### config.mk
export PLATFORM = sky130hd
export DESIGN_NAME = twsp_host
export DESIGN_NICKNAME = d
export VERILOG_FILES = /design/src/core/twsp_pkg.sv /design/src/core/twsp_host.sv /design/src/core/twsp_sync.sv
export SDC_FILE = /design/constraint.sdc
export NUM_CORES = 1
export LEC_CHECK = 0
export BUFFER_PORTS_ARGS = -buffer_cell sky130_fd_sc_hd__buf_4
export CAP_MARGIN = 0
export CELL_PAD_IN_SITES_DETAIL_PLACEMENT = 0
export CELL_PAD_IN_SITES_GLOBAL_PLACEMENT = 1
export CORE_MARGIN = 10
export CORE_UTILIZATION = 41
export CTS_BUF_LIST = sky130_fd_sc_hd__clkbuf_2
export DETAILED_ROUTE_END_ITERATION = 12
export PLACE_DENSITY_LB_ADDON = 0.1
export SLEW_MARGIN = 20
export SYNTH_ARGS = -nofsm -noshare
export SYNTH_HDL_FRONTEND = slang
export SYNTH_HIERARCHICAL = 1
export SYNTH_SLANG_ARGS = --single-unit
### constraint.sdc
create_clock -name clk -period 3.02 [get_ports clk]
set_input_delay 0.302 -clock clk [delete_from_list [all_inputs] [get_ports clk]]
set_output_delay 0.302 -clock clk [all_outputs]
set_load 0.01 [all_outputs]
### src/core/twsp_pkg.sv
// Constants, timing figures and state codes for the two-wire serial host
package twsp_pkg;

    localparam int CLK_PERIOD_PS = 5000;
    localparam int SCLK_HALF_NS = 160;
    localparam int HOLD_NS = 120;
    localparam int READ_GAP_US = 100;
    localparam int PD_PULSE_US = 100;
    localparam int NS_PER_US = 1000;
    localparam int PS_PER_NS = 1000;

    // Least times round up, never below one cycle
    function automatic int ns_to_cyc(input int ns);
        int cyc;
        cyc = (ns * PS_PER_NS + CLK_PERIOD_PS - 1) / CLK_PERIOD_PS;
        return (cyc < 1) ? 1 : cyc;
    endfunction

    localparam int HOLD_CYC = ns_to_cyc(HOLD_NS);
    localparam int SCLK_HALF_CYC_DEF = ns_to_cyc(SCLK_HALF_NS);
    localparam int READ_GAP_CYC_DEF = ns_to_cyc(READ_GAP_US * NS_PER_US);
    localparam int PD_PULSE_CYC_DEF = ns_to_cyc(PD_PULSE_US * NS_PER_US);

    localparam int CNT_W = 16;
    localparam int FRAME_W = 16;
    localparam int ADDR_W = 7;
    localparam int DATA_W = 8;
    localparam logic [3:0] LAST_ADDR_BIT = 4'h7;
    localparam logic [3:0] LAST_FRAME_BIT = 4'hf;
    localparam logic [3:0] FIRST_BIT = 4'h0;
    localparam logic DIR_WRITE = 1'h1;
    localparam logic DIR_READ = 1'h0;

    typedef enum logic [2:0] {
        ST_IDLE = 3'b000,
        ST_LOW = 3'b001,
        ST_HIGH = 3'b010,
        ST_GAP = 3'b011,
        ST_RLOW = 3'b100,
        ST_RHIGH = 3'b101,
        ST_HOLD = 3'b110,
        ST_PD = 3'b111
    } twsp_state_type;

endpackage

### src/core/twsp_host.sv
// Host controller driving a sensor's two-wire serial port and power-down pin
`timescale 1ns/100ps
//
// Contract
// - Only the host starts a transaction; the sensor only answers.
// - The host always generates the serial clock.
// - One clock and one shared data line; one driver at a time.
// - Write: address byte with top bit 1, then the data byte.
// - Write data changes on falling clock edges, sampled on rising edges.
// - Read: address byte with top bit 0, sensor returns the data byte.
// - Read: driver changes data on falling edges, receiver samples on rising.
// - Host releases the data line after the last read address bit.
// - Next clock edge after last read address bit waits 100 us or more.
// - After the final read data bit, clock stays high 120 ns or more.
// - No transaction while power-down is high.
// - Power-down high 100 us or more releases the data line after a read.
module twsp_host
    import twsp_pkg::*;
#(
    parameter int HALF_CYC = SCLK_HALF_CYC_DEF,
    parameter int GAP_CYC = READ_GAP_CYC_DEF,
    parameter int PD_CYC = PD_PULSE_CYC_DEF
) (
    // Clock and reset
    input wire logic clk,
    input wire logic rstn,
    // Command port
    input wire logic cmd_valid,
    input wire logic cmd_write,
    input wire logic [ADDR_W-1:0] cmd_addr,
    input wire logic [DATA_W-1:0] cmd_wdata,
    input wire logic resync_req,
    input wire logic sleep_req,
    output logic busy,
    output logic done,
    output logic rdata_valid,
    output logic [DATA_W-1:0] rdata,
    // Serial pins
    output logic sclk,
    output logic sdio_o,
    output logic sdio_oe,
    input wire logic sdio_i,
    output logic power_down_in
);

    localparam logic [CNT_W-1:0] HALF_LOAD = CNT_W'(HALF_CYC - 1);
    localparam logic [CNT_W-1:0] GAP_LOAD = CNT_W'(GAP_CYC - 1);
    localparam logic [CNT_W-1:0] PD_LOAD = CNT_W'(PD_CYC - 1);
    localparam logic [CNT_W-1:0] HOLD_LOAD = CNT_W'(HOLD_CYC - 1);
    // Low-phase count below which driving is safe after a read
    localparam logic [CNT_W-1:0] DRV_OK_CNT = CNT_W'(HALF_CYC - HOLD_CYC);

    // Bit counter steps once per serial clock period
    function automatic logic [3:0] bit_next(input logic [3:0] b);
        return b + 4'h1;
    endfunction

    twsp_state_type st_q, st_d;
    logic [CNT_W-1:0] cnt_q, cnt_d;
    logic [3:0] bit_q, bit_d;
    logic [FRAME_W-1:0] sh_q, sh_d;
    logic is_wr_q, is_wr_d;
    logic rd_last_q, rd_last_d;
    logic sclk_d;
    logic pd_d;
    logic oe_d;
    logic done_d;
    logic rvalid_d;
    logic [DATA_W-1:0] rdata_d;
    logic sdio_s;

    // Pin input crosses into the clock domain before use
    twsp_sync u_sdio_sync (
        .clk(clk),
        .rstn(rstn),
        .async_in(sdio_i),
        .sync_out(sdio_s)
    );

    wire cnt_zero = (cnt_q == '0);
    wire last_addr = (bit_q == LAST_ADDR_BIT);
    wire last_frame = (bit_q == LAST_FRAME_BIT);
    wire start_ok = cmd_valid && !sleep_req && !resync_req;
    wire [FRAME_W-1:0] frame_in = {cmd_write, cmd_addr, cmd_wdata};
    wire [FRAME_W-1:0] sh_shift = {sh_q[FRAME_W-2:0], 1'h0};
    wire [FRAME_W-1:0] sh_sample = {sh_q[FRAME_W-2:0], sdio_s};
    wire [CNT_W-1:0] cnt_dec = cnt_q - CNT_W'(1);
    wire in_addr_phase = (st_d == ST_LOW) || (st_d == ST_HIGH);
    // After a read the sensor may still drive until it lets go
    wire drv_ok = !rd_last_d || (st_d == ST_HIGH) || (cnt_d < DRV_OK_CNT);
    // Kept out of the state process; built from the st_d, cnt_d and rd_last_d that process writes
    assign oe_d = in_addr_phase && drv_ok;

    always_comb begin
        st_d = st_q;
        cnt_d = cnt_q;
        bit_d = bit_q;
        sh_d = sh_q;
        is_wr_d = is_wr_q;
        rd_last_d = rd_last_q;
        sclk_d = sclk;
        pd_d = power_down_in;
        done_d = 1'h0;
        rvalid_d = 1'h0;
        rdata_d = rdata;
        case (st_q)
            ST_IDLE: begin
                if (sleep_req || resync_req) begin
                    st_d = ST_PD;
                    pd_d = 1'h1;
                    cnt_d = PD_LOAD;
                end else if (start_ok) begin
                    // Only this side opens a frame
                    st_d = ST_LOW;
                    sclk_d = 1'h0;
                    sh_d = frame_in;
                    is_wr_d = cmd_write;
                    bit_d = FIRST_BIT;
                    cnt_d = HALF_LOAD;
                end
            end
            ST_LOW: begin
                if (cnt_zero) begin
                    st_d = ST_HIGH;
                    sclk_d = 1'h1;
                    rd_last_d = 1'h0;
                    cnt_d = HALF_LOAD;
                end else begin
                    cnt_d = cnt_dec;
                end
            end
            ST_HIGH: begin
                if (!cnt_zero) begin
                    cnt_d = cnt_dec;
                end else if (is_wr_q && last_frame) begin
                    st_d = ST_HOLD;
                    cnt_d = HOLD_LOAD;
                end else if (!is_wr_q && last_addr) begin
                    // Clock held high through the gap
                    st_d = ST_GAP;
                    cnt_d = GAP_LOAD;
                end else begin
                    st_d = ST_LOW;
                    sclk_d = 1'h0;
                    sh_d = sh_shift;
                    bit_d = bit_next(bit_q);
                    cnt_d = HALF_LOAD;
                end
            end
            ST_GAP: begin
                if (cnt_zero) begin
                    st_d = ST_RLOW;
                    sclk_d = 1'h0;
                    bit_d = FIRST_BIT;
                    cnt_d = HALF_LOAD;
                end else begin
                    cnt_d = cnt_dec;
                end
            end
            ST_RLOW: begin
                if (cnt_zero) begin
                    st_d = ST_RHIGH;
                    sclk_d = 1'h1;
                    // Sampled at the rising edge this side makes
                    sh_d = sh_sample;
                    cnt_d = HALF_LOAD;
                end else begin
                    cnt_d = cnt_dec;
                end
            end
            ST_RHIGH: begin
                if (!cnt_zero) begin
                    cnt_d = cnt_dec;
                end else if (last_addr) begin
                    st_d = ST_HOLD;
                    cnt_d = HOLD_LOAD;
                    rd_last_d = 1'h1;
                end else begin
                    st_d = ST_RLOW;
                    sclk_d = 1'h0;
                    bit_d = bit_next(bit_q);
                    cnt_d = HALF_LOAD;
                end
            end
            ST_HOLD: begin
                if (cnt_zero) begin
                    st_d = ST_IDLE;
                    done_d = 1'h1;
                    rvalid_d = !is_wr_q;
                    if (!is_wr_q) begin
                        rdata_d = sh_q[DATA_W-1:0];
                    end
                end else begin
                    cnt_d = cnt_dec;
                end
            end
            ST_PD: begin
                // Sleep lasts at least one full resync pulse
                if (!cnt_zero) begin
                    cnt_d = cnt_dec;
                end else if (!sleep_req) begin
                    st_d = ST_IDLE;
                    pd_d = 1'h0;
                    rd_last_d = 1'h0;
                end
            end
            default: begin
                st_d = ST_IDLE;
                sclk_d = 1'h1;
                pd_d = 1'h0;
            end
        endcase
    end

    always_ff @(posedge clk) begin
        if (!rstn) begin
            st_q <= ST_IDLE;
            cnt_q <= '0;
            bit_q <= FIRST_BIT;
            sh_q <= '0;
            is_wr_q <= DIR_READ;
            rd_last_q <= 1'h0;
        end else begin
            st_q <= st_d;
            cnt_q <= cnt_d;
            bit_q <= bit_d;
            sh_q <= sh_d;
            is_wr_q <= is_wr_d;
            rd_last_q <= rd_last_d;
        end
    end

    // Pin and status flops; clock idles high
    always_ff @(posedge clk) begin
        if (!rstn) begin
            sclk <= 1'h1;
            sdio_o <= 1'h0;
            sdio_oe <= 1'h0;
            power_down_in <= 1'h0;
            busy <= 1'h0;
            done <= 1'h0;
            rdata_valid <= 1'h0;
            rdata <= '0;
        end else begin
            sclk <= sclk_d;
            sdio_o <= sh_d[FRAME_W-1];
            sdio_oe <= oe_d;
            power_down_in <= pd_d;
            busy <= (st_d != ST_IDLE);
            done <= done_d;
            rdata_valid <= rvalid_d;
            rdata <= rdata_d;
        end
    end

endmodule

### src/core/twsp_sync.sv
// Two-flop synchroniser for a level arriving from a pin
`timescale 1ns/100ps
module twsp_sync (
    // Clock and reset
    input wire logic clk,
    input wire logic rstn,
    // Level in and out
    input wire logic async_in,
    output logic sync_out
);

    logic meta_q;

    always_ff @(posedge clk) begin
        if (!rstn) begin
            meta_q <= 1'h0;
            sync_out <= 1'h0;
        end else begin
            meta_q <= async_in;
            sync_out <= meta_q;
        end
    end

endmodule

==> results list, run 1 <==
* Cell area after layout: 0.003784 mm^2
- Reported leakage power: 1.458 nW
- Dividing the detail-routed via count by the number of cells gives 5.774.
* Average routed wire per standard cell: 17.05 um
- Remaining global-route overflow: 0
* Dpl cell area: 0.003613 mm^2
* Arrival time reported for the critical path endpoint: 3230 ps
* DR pass1 iterations: 5
* Number of global-route vias before repair: 2926
- Worst R2R End: sh_q[5]
- Final-layout setup total negative slack: 0 ps
- Dividing the final minimum period by the clock period gives 94.51%.
- Slowest stage cell on the critical path: or4_4
- Proportion of power drawn by flip-flops and latches: 29.8%
* Count of buffers inserted at the top-level ports: 36
- Status: finished, final reports clean
- The clock network accounts for 11.5% of the total power.
- Largest stage delay, worst path: 600 ps
- The setup check on the worst reg-to-reg path leaves a slack of 170 ps.
- Antenna violations before repair: 0
- The worst setup path is launched from a flip-flop.
- Via total after detailed routing: 3060
- Synthesis inferred 57 register bits.
* Mean area per synthesized cell: 8.331 um^2
- The critical path in this run is classified as reg2reg.
- Nets in the synthesized netlist: 403
- Among all flip-flop cells after synthesis, the most frequent one is dfxtp_1.
- Counting the fill cells in the layout gives 757.
- For this block, the initial DRC count from the detailed router was 151.
- Final setup violating endpoints: 0
* Worst setup path endpoint: sh_q[5]
- Residual antenna-violating net count after detailed routing: 0
- Highest clock frequency the design can meet: 350.4 MHz
- Setup repair after global routing left no endpoint under its margin.
- The most numerous cell type found on the critical path is buf_4.
- Total count of hold-check failures in the final report: 0
- Pwr Density: 926.7 mW/mm^2
* Post-layout nets: 452
* Proportion of netlist area held by the largest area contributor: 36.23%
- Pin placement for this block handled 37 I/O pins.
- Full die area: 0.01159 mm^2
- The tightest min-delay check is of the in2reg type.
- The tree is rooted in a clkbuf_2.
- The largest total area in the synthesized netlist belongs to dfxtp_1.
- Family with the most delay on the worst path: simple AND/OR/NAND/NOR gates
- After clock tree synthesis, the clock-pin slew on the worst setup and hold paths is 170 ps.
- Headroom to the max-slew limit came out at 66.65%.
- Antenna fix cells: 0
* Total internal power: 1.884 mW
* Layout cell share with drive strength beyond 1: 22.51%
- Share of flip-flops with an asynchronous set or reset: 0%
- Global routing used 15.48% of the available tracks.
- CP Depth: 12
- The clock tree synthesis step divided the H-tree into 3 levels.
- Max-slew violation count: 0
* YS warnings: 6
- Number of different library cells in the post-synthesis netlist: 66
- Layout Area Growth over Synthesis: 20.14%
- Leading post-synthesis cells by cell area: dfxtp_1, mux2i_1, nor2_1
* Peak fanout along the critical path: 16
* DRC violation count after routing: 0
- Counting I/O delays and the setup requirement, the final critical path takes 2854 ps.
- Series of cell instances along the critical path: inv_1, ha_1, or4b_4, or4_4, buf_6, mux2i_1, a22oi_1, nor2_2, buf_4, buf_4, clkbuf_16, a211oi_1
- Post-route worst hold slack: 70.60 ps
- TritonCTS built the clock tree.
* Num CTS Buffers: 9
* Power spent charging and discharging nets: 1.622 mW
- Counting every instance in the synthesized netlist gives 378.
- For this configuration, the core starts out at a cell density of 42.73%.
- Global placement routability congestion: 0.8869
- The clock passes through at most 2 buffers.
- Number of cells on the worst reg-to-reg path: 12
- The worst-case IR drop observed on VDD is 0.0004255 V.
* Max_cap viols: 0
- The first global-routing pass estimated 14600 um of wire.
- Between clock sinks in the finished design, the worst skew comes to 25.58 ps.
- Counting every sink on the clock net gives 57.
* Pin slew with the least headroom to its limit: 500.3 ps
* CP bufs+invs: 5
* Number of enable flip-flop cells after synthesis: 0
- Register area share after synthesis: 36.23%
- Summing every instance area after synthesis gives 0.003149 mm^2.
- Reg-to-reg critical path startpoint: cnt_q[1]
- Launch point of the worst path: cnt_q[1]
- Combinational share of power: 58.7%
* Placeable core region: 0.007370 mm^2
* Power, Total: 3.506 mW
- Summed over all layers, the routed wires come to 9034 um.
- Pin count of the biggest net entering global routing: 35
* Clock latency at the later pin of the worst-skew pair: 500 ps
* HPWL after DPL: 6480 um
- The worst setup path is captured at a flip-flop.
- Height of the die: 107.6 um
* DIE WIDTH: 107.6 um
- Of the total power, the share spent switching nets is 46.26%.
- Required time reported for the critical path endpoint: 3390 ps
- The floorplan has 31 rows.
[repair_timing]
item	4_1_cts	5_1_grt
hold buffers	1	0
setup endpoints to repair	0	22
resized for setup	0	6
setup buffers	0	2
endpoints found under the hold margin	1	0
[synth_stat cells (4+ instances only)]
cell       n
nand2_1   18
a31oi_1    7
nor3_1    16
mux2i_1   26
nor4_1    10
clkbuf_1  21
nand3_1    7
o21ai_0   13
or3_1      5
dfxtp_1   57
nor2_1    47
a211oi_1  18
nand4_1    5
inv_1     12
buf_2      4
a21oi_1   22
and2_1    15
a22oi_1    4
[worst register-to-register path, stage by stage (launching register included)]
cell and delay [ps]:
dfxtp_2 370, inv_1 70, ha_1 140, or4b_4 500
or4_4 600, buf_6 170, mux2i_1 130, a22oi_1 110
nor2_2 130, buf_4 150, buf_4 120, clkbuf_16 160
a211oi_1 70
[sequential cells by signal, summed over array words and instances (netlist names)]
signal,cells
sh_q,15
u_sdio_sync/meta_q,1
cnt_q,16
bit_q,4
is_wr_q,1
st_q,3
busy,1
u_sdio_sync/sync_out,1
sclk,1
rdata,8
sdio_oe,1
power_down_in,1
done,1
rdata_valid,1
rd_last_q,1
sdio_o,1
[kinds of logic (layout without fill, tap and decap cells)]
| group | after synthesis | count (layout) | synth area share [%] |
|---|---|---|---|
| adders and majority gates | 3 | 3 | 1.192 |
| xor gates and xnor gates | 3 | 3 | 0.8345 |
| DFF | 57 | 57 | 36.23 |
| AOI/OAI and AO/OA | 102 | 102 | 23.24 |
| buffers and inverters | 41 | 94 | 5.761 |
| and+or+nand+nor | 146 | 146 | 24.47 |
| muxes | 26 | 26 | 8.264 |
[per-layer routing]
| metal | vias up | track usage (%) | share of wire (%) |
|---|---|---|---|
| met5 | - | 0 | 0 |
| met4 | 0 | 6.298 | 1.5 |
| met3 | 13 | 3.593 | 6.0 |
| met2 | 79 | 25.15 | 48 |
| met1 | 1463 | 19.21 | 45 |
| li1 | 1505 | - | - |
[how the worst min path moves through the flow]
stage,from,endpoint,depth (start not counted)
after floorplan,u_sdio_sync/meta_q,u_sdio_sync/sync_out,1
after global placement,u_sdio_sync/meta_q,u_sdio_sync/sync_out,1
after detailed placement,u_sdio_sync/meta_q,u_sdio_sync/sync_out,1
after CTS,cmd_write,is_wr_q,3
after global routing,cmd_write,is_wr_q,3
final,cmd_write,is_wr_q,3
[placed cells by master (no fill, tap or decap), types with 3 or more instances in the layout]
cell type,Yosys,final
a211oi_1,18,17
a21oi_1,22,22
a22oi_1,4,4
a31oi_1,7,7
and2_1,15,15
buf_4,0,61
clkbuf_2,0,9
clkinv_2,0,4
dfxtp_1,57,56
ha_1,3,3
inv_1,12,11
mux2i_1,26,26
nand2_1,18,18
nand3_1,7,7
nand4_1,5,5
nor2_1,47,46
nor3_1,16,16
nor4_1,10,10
o21a_1,3,3
o21ai_0,13,12
o22ai_1,3,3
or2_2,3,3
or3_1,5,5
[power by group through the flow]
stage / Combinational, mW / Clock [mW] / Sequential [mW]
detailed placement: 1.98 / 0 / 1.06
global placement: 1.98 / 0 / 1.06
floorplan: 1.43 / 0 / 1.05
CTS: 1.99 / 0.415 / 1.04
global route: 2.26 / 0.441 / 1.07
finish: 2.06 / 0.404 / 1.04
[cell type report]
| class | count | area [um^2] | share of cell area (%) |
|---|---|---|---|
| Tap cell | 99 | 123.9 | 3.274 |
| Timing Repair Buffer | 66 | 549.3 | 14.52 |
| Inverter | 13 | 48.80 | 1.290 |
| Clock inverter | 6 | 36.28 | 0.9590 |
| Multi-Input combinational cell | 280 | 1838 | 48.58 |
| Clock buffer | 9 | 45.04 | 1.190 |
| Sequential cell | 57 | 1142 | 30.19 |
[metrics by stage]
step / utilization [%] / setup slack [ps] / cells
2_1_floorplan: - / 211.9 / 378
3_3_place_gp: 49.03 / 149.4 / 510
3_5_place_dp: 49.03 / 116.2 / 510
4_1_cts: 50.27 / 90.06 / 526
5_1_grt: 51.34 / 18.08 / 530
6_report: 51.34 / 165.7 / 530
(Power assumes the default switching activity.)
==> inputs of run 2 (changes only) <==
--- a/config.mk
+++ b/config.mk
@@ -17,5 +17,4 @@
 export SLEW_MARGIN = 20
 export SYNTH_ARGS = -nofsm -noshare
 export SYNTH_HDL_FRONTEND = slang
-export SYNTH_HIERARCHICAL = 1
 export SYNTH_SLANG_ARGS = --single-unit
==> results list, run 2 <==
- Across all hold checks on the routed design, the worst slack comes to 62.39 ps.
* DRC violation count after routing: 0
- Post-layout nets: 438
* Num CTS Buffers: 9
* Layout cell share with drive strength beyond 1: 24.16%
* Worst R2R End: sdio_oe
* Area of the mapped netlist: 0.002974 mm^2
- Number of cells on the worst reg-to-reg path: 8
* Via density per instance: 5.553
- The floorplan has 30 rows.
- In this run the tightest slew margin relative to its limit is 43.92%.
- The H-tree generated during clock tree synthesis spans 3 levels.
- For this run, the top clock speed supported by timing is 349.6 MHz.
- Antenna violations before repair: 0
- Post-route minimum period: 2861 ps
* DR pass1 iterations: 4
- Setup clock skew after layout: 18.21 ps
* Max_cap viols: 0
- The hold violation count in the final report came to 0.
* Worst hold path depth: 3
* Full die area: 0.01106 mm^2
- Worst ir drop on vdd: 0.0002775 V
- Register area share after synthesis: 38.37%
- The analysis attributes to cell leakage a power of 1.467 nW.
- Class of the most critical setup path: reg2reg
- The synthesized design contains 57 register bits.
- Arrival time reported for the critical path endpoint: 3260 ps
- Startpoint of the worst hold path: cmd_write
* Wire length of the first global-routing pass: 13720 um
- The area growth from synthesis to layout is 23.31%.
* Dpl cell area: 0.003472 mm^2
- Setup violations remaining at the end of the flow were counted as 0.
- Via total after detailed routing: 2854
- Max-slew violation count: 0
- Worst setup EP type: flip-flop
- Pin slew with the least headroom to its limit: 840.3 ps
- Buffers placed on the I/O ports in this run total 36.
* Primary flip-flop cell chosen by synthesis mapping: dfxtp_1
- The tightest min-delay check is of the in2reg type.
- CTS saw 57 sinks.
- The largest total area in the synthesized netlist belongs to dfxtp_1.
- The setup check on the worst reg-to-reg path leaves a slack of 160 ps.
- TritonCTS built the clock tree.
- The clock passes through at most 2 buffers.
- Master cell of the clock root buffer: clkbuf_2
- Post-route clock period utilization: 94.73%
- Clock-pin slew was measured on the worst setup and hold paths at 170 ps.
* Number of global-route vias before repair: 2748
* Post-detailed-routing wire length: 8224 um
- Summed over all layers, the global routing overflow is 0.
- In this run, synthesis inferred 0 flip-flops with an integrated enable.
* YS warnings: 0
- I/O pin count: 37
* Height of the die: 105.2 um
* Required time reported for the critical path endpoint: 3420 ps
- Placeable core region: 0.006907 mm^2
- Share of flip-flops with an asynchronous set or reset: 0%
- Global placement routability congestion: 0.8403
* HPWL after DPL: 6003 um
- Commonest cells after routing, fill and taps aside: buf_4, nor2_1, dfxtp_1
- Commonest non-fill, non-tap cell in the layout: buf_4
- Entering global routing, the biggest net connects 33 pins.
* Residual antenna-violating net count after detailed routing: 0
* Clock latency at the later pin of the worst-skew pair: 480 ps
- Nets in the synthesized netlist: 382
- Global routing used 14.90% of the available tracks.
* Pwr Density: 854.4 mW/mm^2
- In this run, the number of DRC markers left after iteration 0 of detailed routing was 125.
- 0 antenna diodes ended up in the layout.
* Reg-to-reg critical path startpoint: cnt_q[3]
* Peak fanout along the critical path: 6
- Once layout is done, the placed cells without fillers occupy 0.003667 mm^2.
- Number of different library cells in the post-synthesis netlist: 53
- The worst setup path is launched from a flip-flop.
- Ranked by total cell area, the synthesized netlist is headed by dfxtp_1, mux2i_1, nor2_1.
- In the final layout, the registers with the most flip-flops are cnt_q x16, sh_q x16, rdata x8.
* Worst-case hold path end point: is_wr_q
* Initial cell density of the core: 43.06%
- The flow ran to the end, and the final reports show no timing, DRC or antenna violations.
- Average routed wire per standard cell: 16.00 um
- In this run the biggest area consumer among cell types represents 38.37% of the synthesized area.
- nor2_1 is the most common cell in the netlist.
- Mean area per synthesized cell: 8.331 um^2
- Synthesized netlist cell count: 357
* Leading cell types by count after synthesis: nor2_1, dfxtp_1, mux2i_1
- DIE WIDTH: 105.2 um
-- run 2: cell count changes after synthesis, sizes merged, moves of 4 or more --
cell and change:
nor3 -5, nor2 +12, a22oi -4, nand3 +5
o21ai +10, a22o +4, clkbuf -9
-- run 2: layer usage --
layer / share of wire, % / wire, um / GRT usage, %
met5: 0 / 0 / 0
met4: 1.5 / 123 / 4.510
met3: 5.9 / 482 / 5.344
met2: 48 / 3964 / 23.93
met1: 44 / 3653 / 18.20
-- run 2: cells by family (layout without fill, tap and decap cells) --
| kind of cell | count (synthesis) | count (layout) | share of synthesized area, % |
|---|---|---|---|
| fa+ha+maj | 3 | 3 | 1.262 |
| xor+xnor | 2 | 2 | 0.5891 |
| flops | 57 | 57 | 38.37 |
| mux | 25 | 25 | 8.414 |
| simple gates | 149 | 149 | 26.08 |
| buf+inv | 31 | 92 | 4.712 |
| compound gates | 90 | 90 | 20.57 |
-- run 2: cell type report --
type	instances	area (um^2)
clock buffers	10	50.05
clock inverters	6	82.58
well taps	96	120.1
multi-input cells	269	1737
repair buffers	66	498.0
fillers	706	3239
inverters	10	37.54
flip-flops and latches	57	1142
-- run 2: how the worst max path moves through the flow --
stage	startpoint	end	cells past startpoint
detailed placement	cnt_q[2]	sdio_oe	9
finish	cnt_q[3]	sdio_oe	8
global route	cnt_q[3]	sdio_oe	9
global placement	cnt_q[2]	sdio_oe	9
floorplan	cnt_q[0]	sdio_oe	10
CTS	cnt_q[1]	sdio_oe	11
-- run 2: repair_timing --
item | in CTS | in global routing
buffers inserted | 0 | 2
hold buffers | 1 | 0
setup endpoints to repair | 1 | 1
hold endpoints to repair | 1 | 0
gates resized for setup | 1 | 6
pin swaps | 0 | 3
-- run 2: where the power goes --
part | total, mW | switching (mW) | leakage [nW] | internal [mW]
registers | 1.08 | 0.159 | 0.468 | 0.925
logic | 1.48 | 0.817 | 0.925 | 0.662
clock network | 0.571 | 0.299 | 0.0732 | 0.272
total | 3.13 | 1.27 | 1.47 | 1.86
-- run 2: worst max-delay path, cell delays in order, from the launching register on --
cell and delay (ps):
dfxtp_2 370, nor4_4 370, buf_4 180, and4_2 320, a311oi_1 150, a311oi_4 290
or3b_1 380, or4_1 490, a211oi_2 220
-- run 2: per-stage QoR --
stage	std cells	setup WS, ps	util (%)	total power [mW]	TNS (ps)
after floorplan	357	182.6	-	2.050	0
after global placement	495	52.24	50.27	2.493	0
after detailed placement	495	-4.454	50.27	2.502	-4.454
after CTS	512	58.97	52.46	3.089	0
after global routing	514	-4.880	53.10	3.377	-4.880
final	514	159.2	53.10	3.133	0
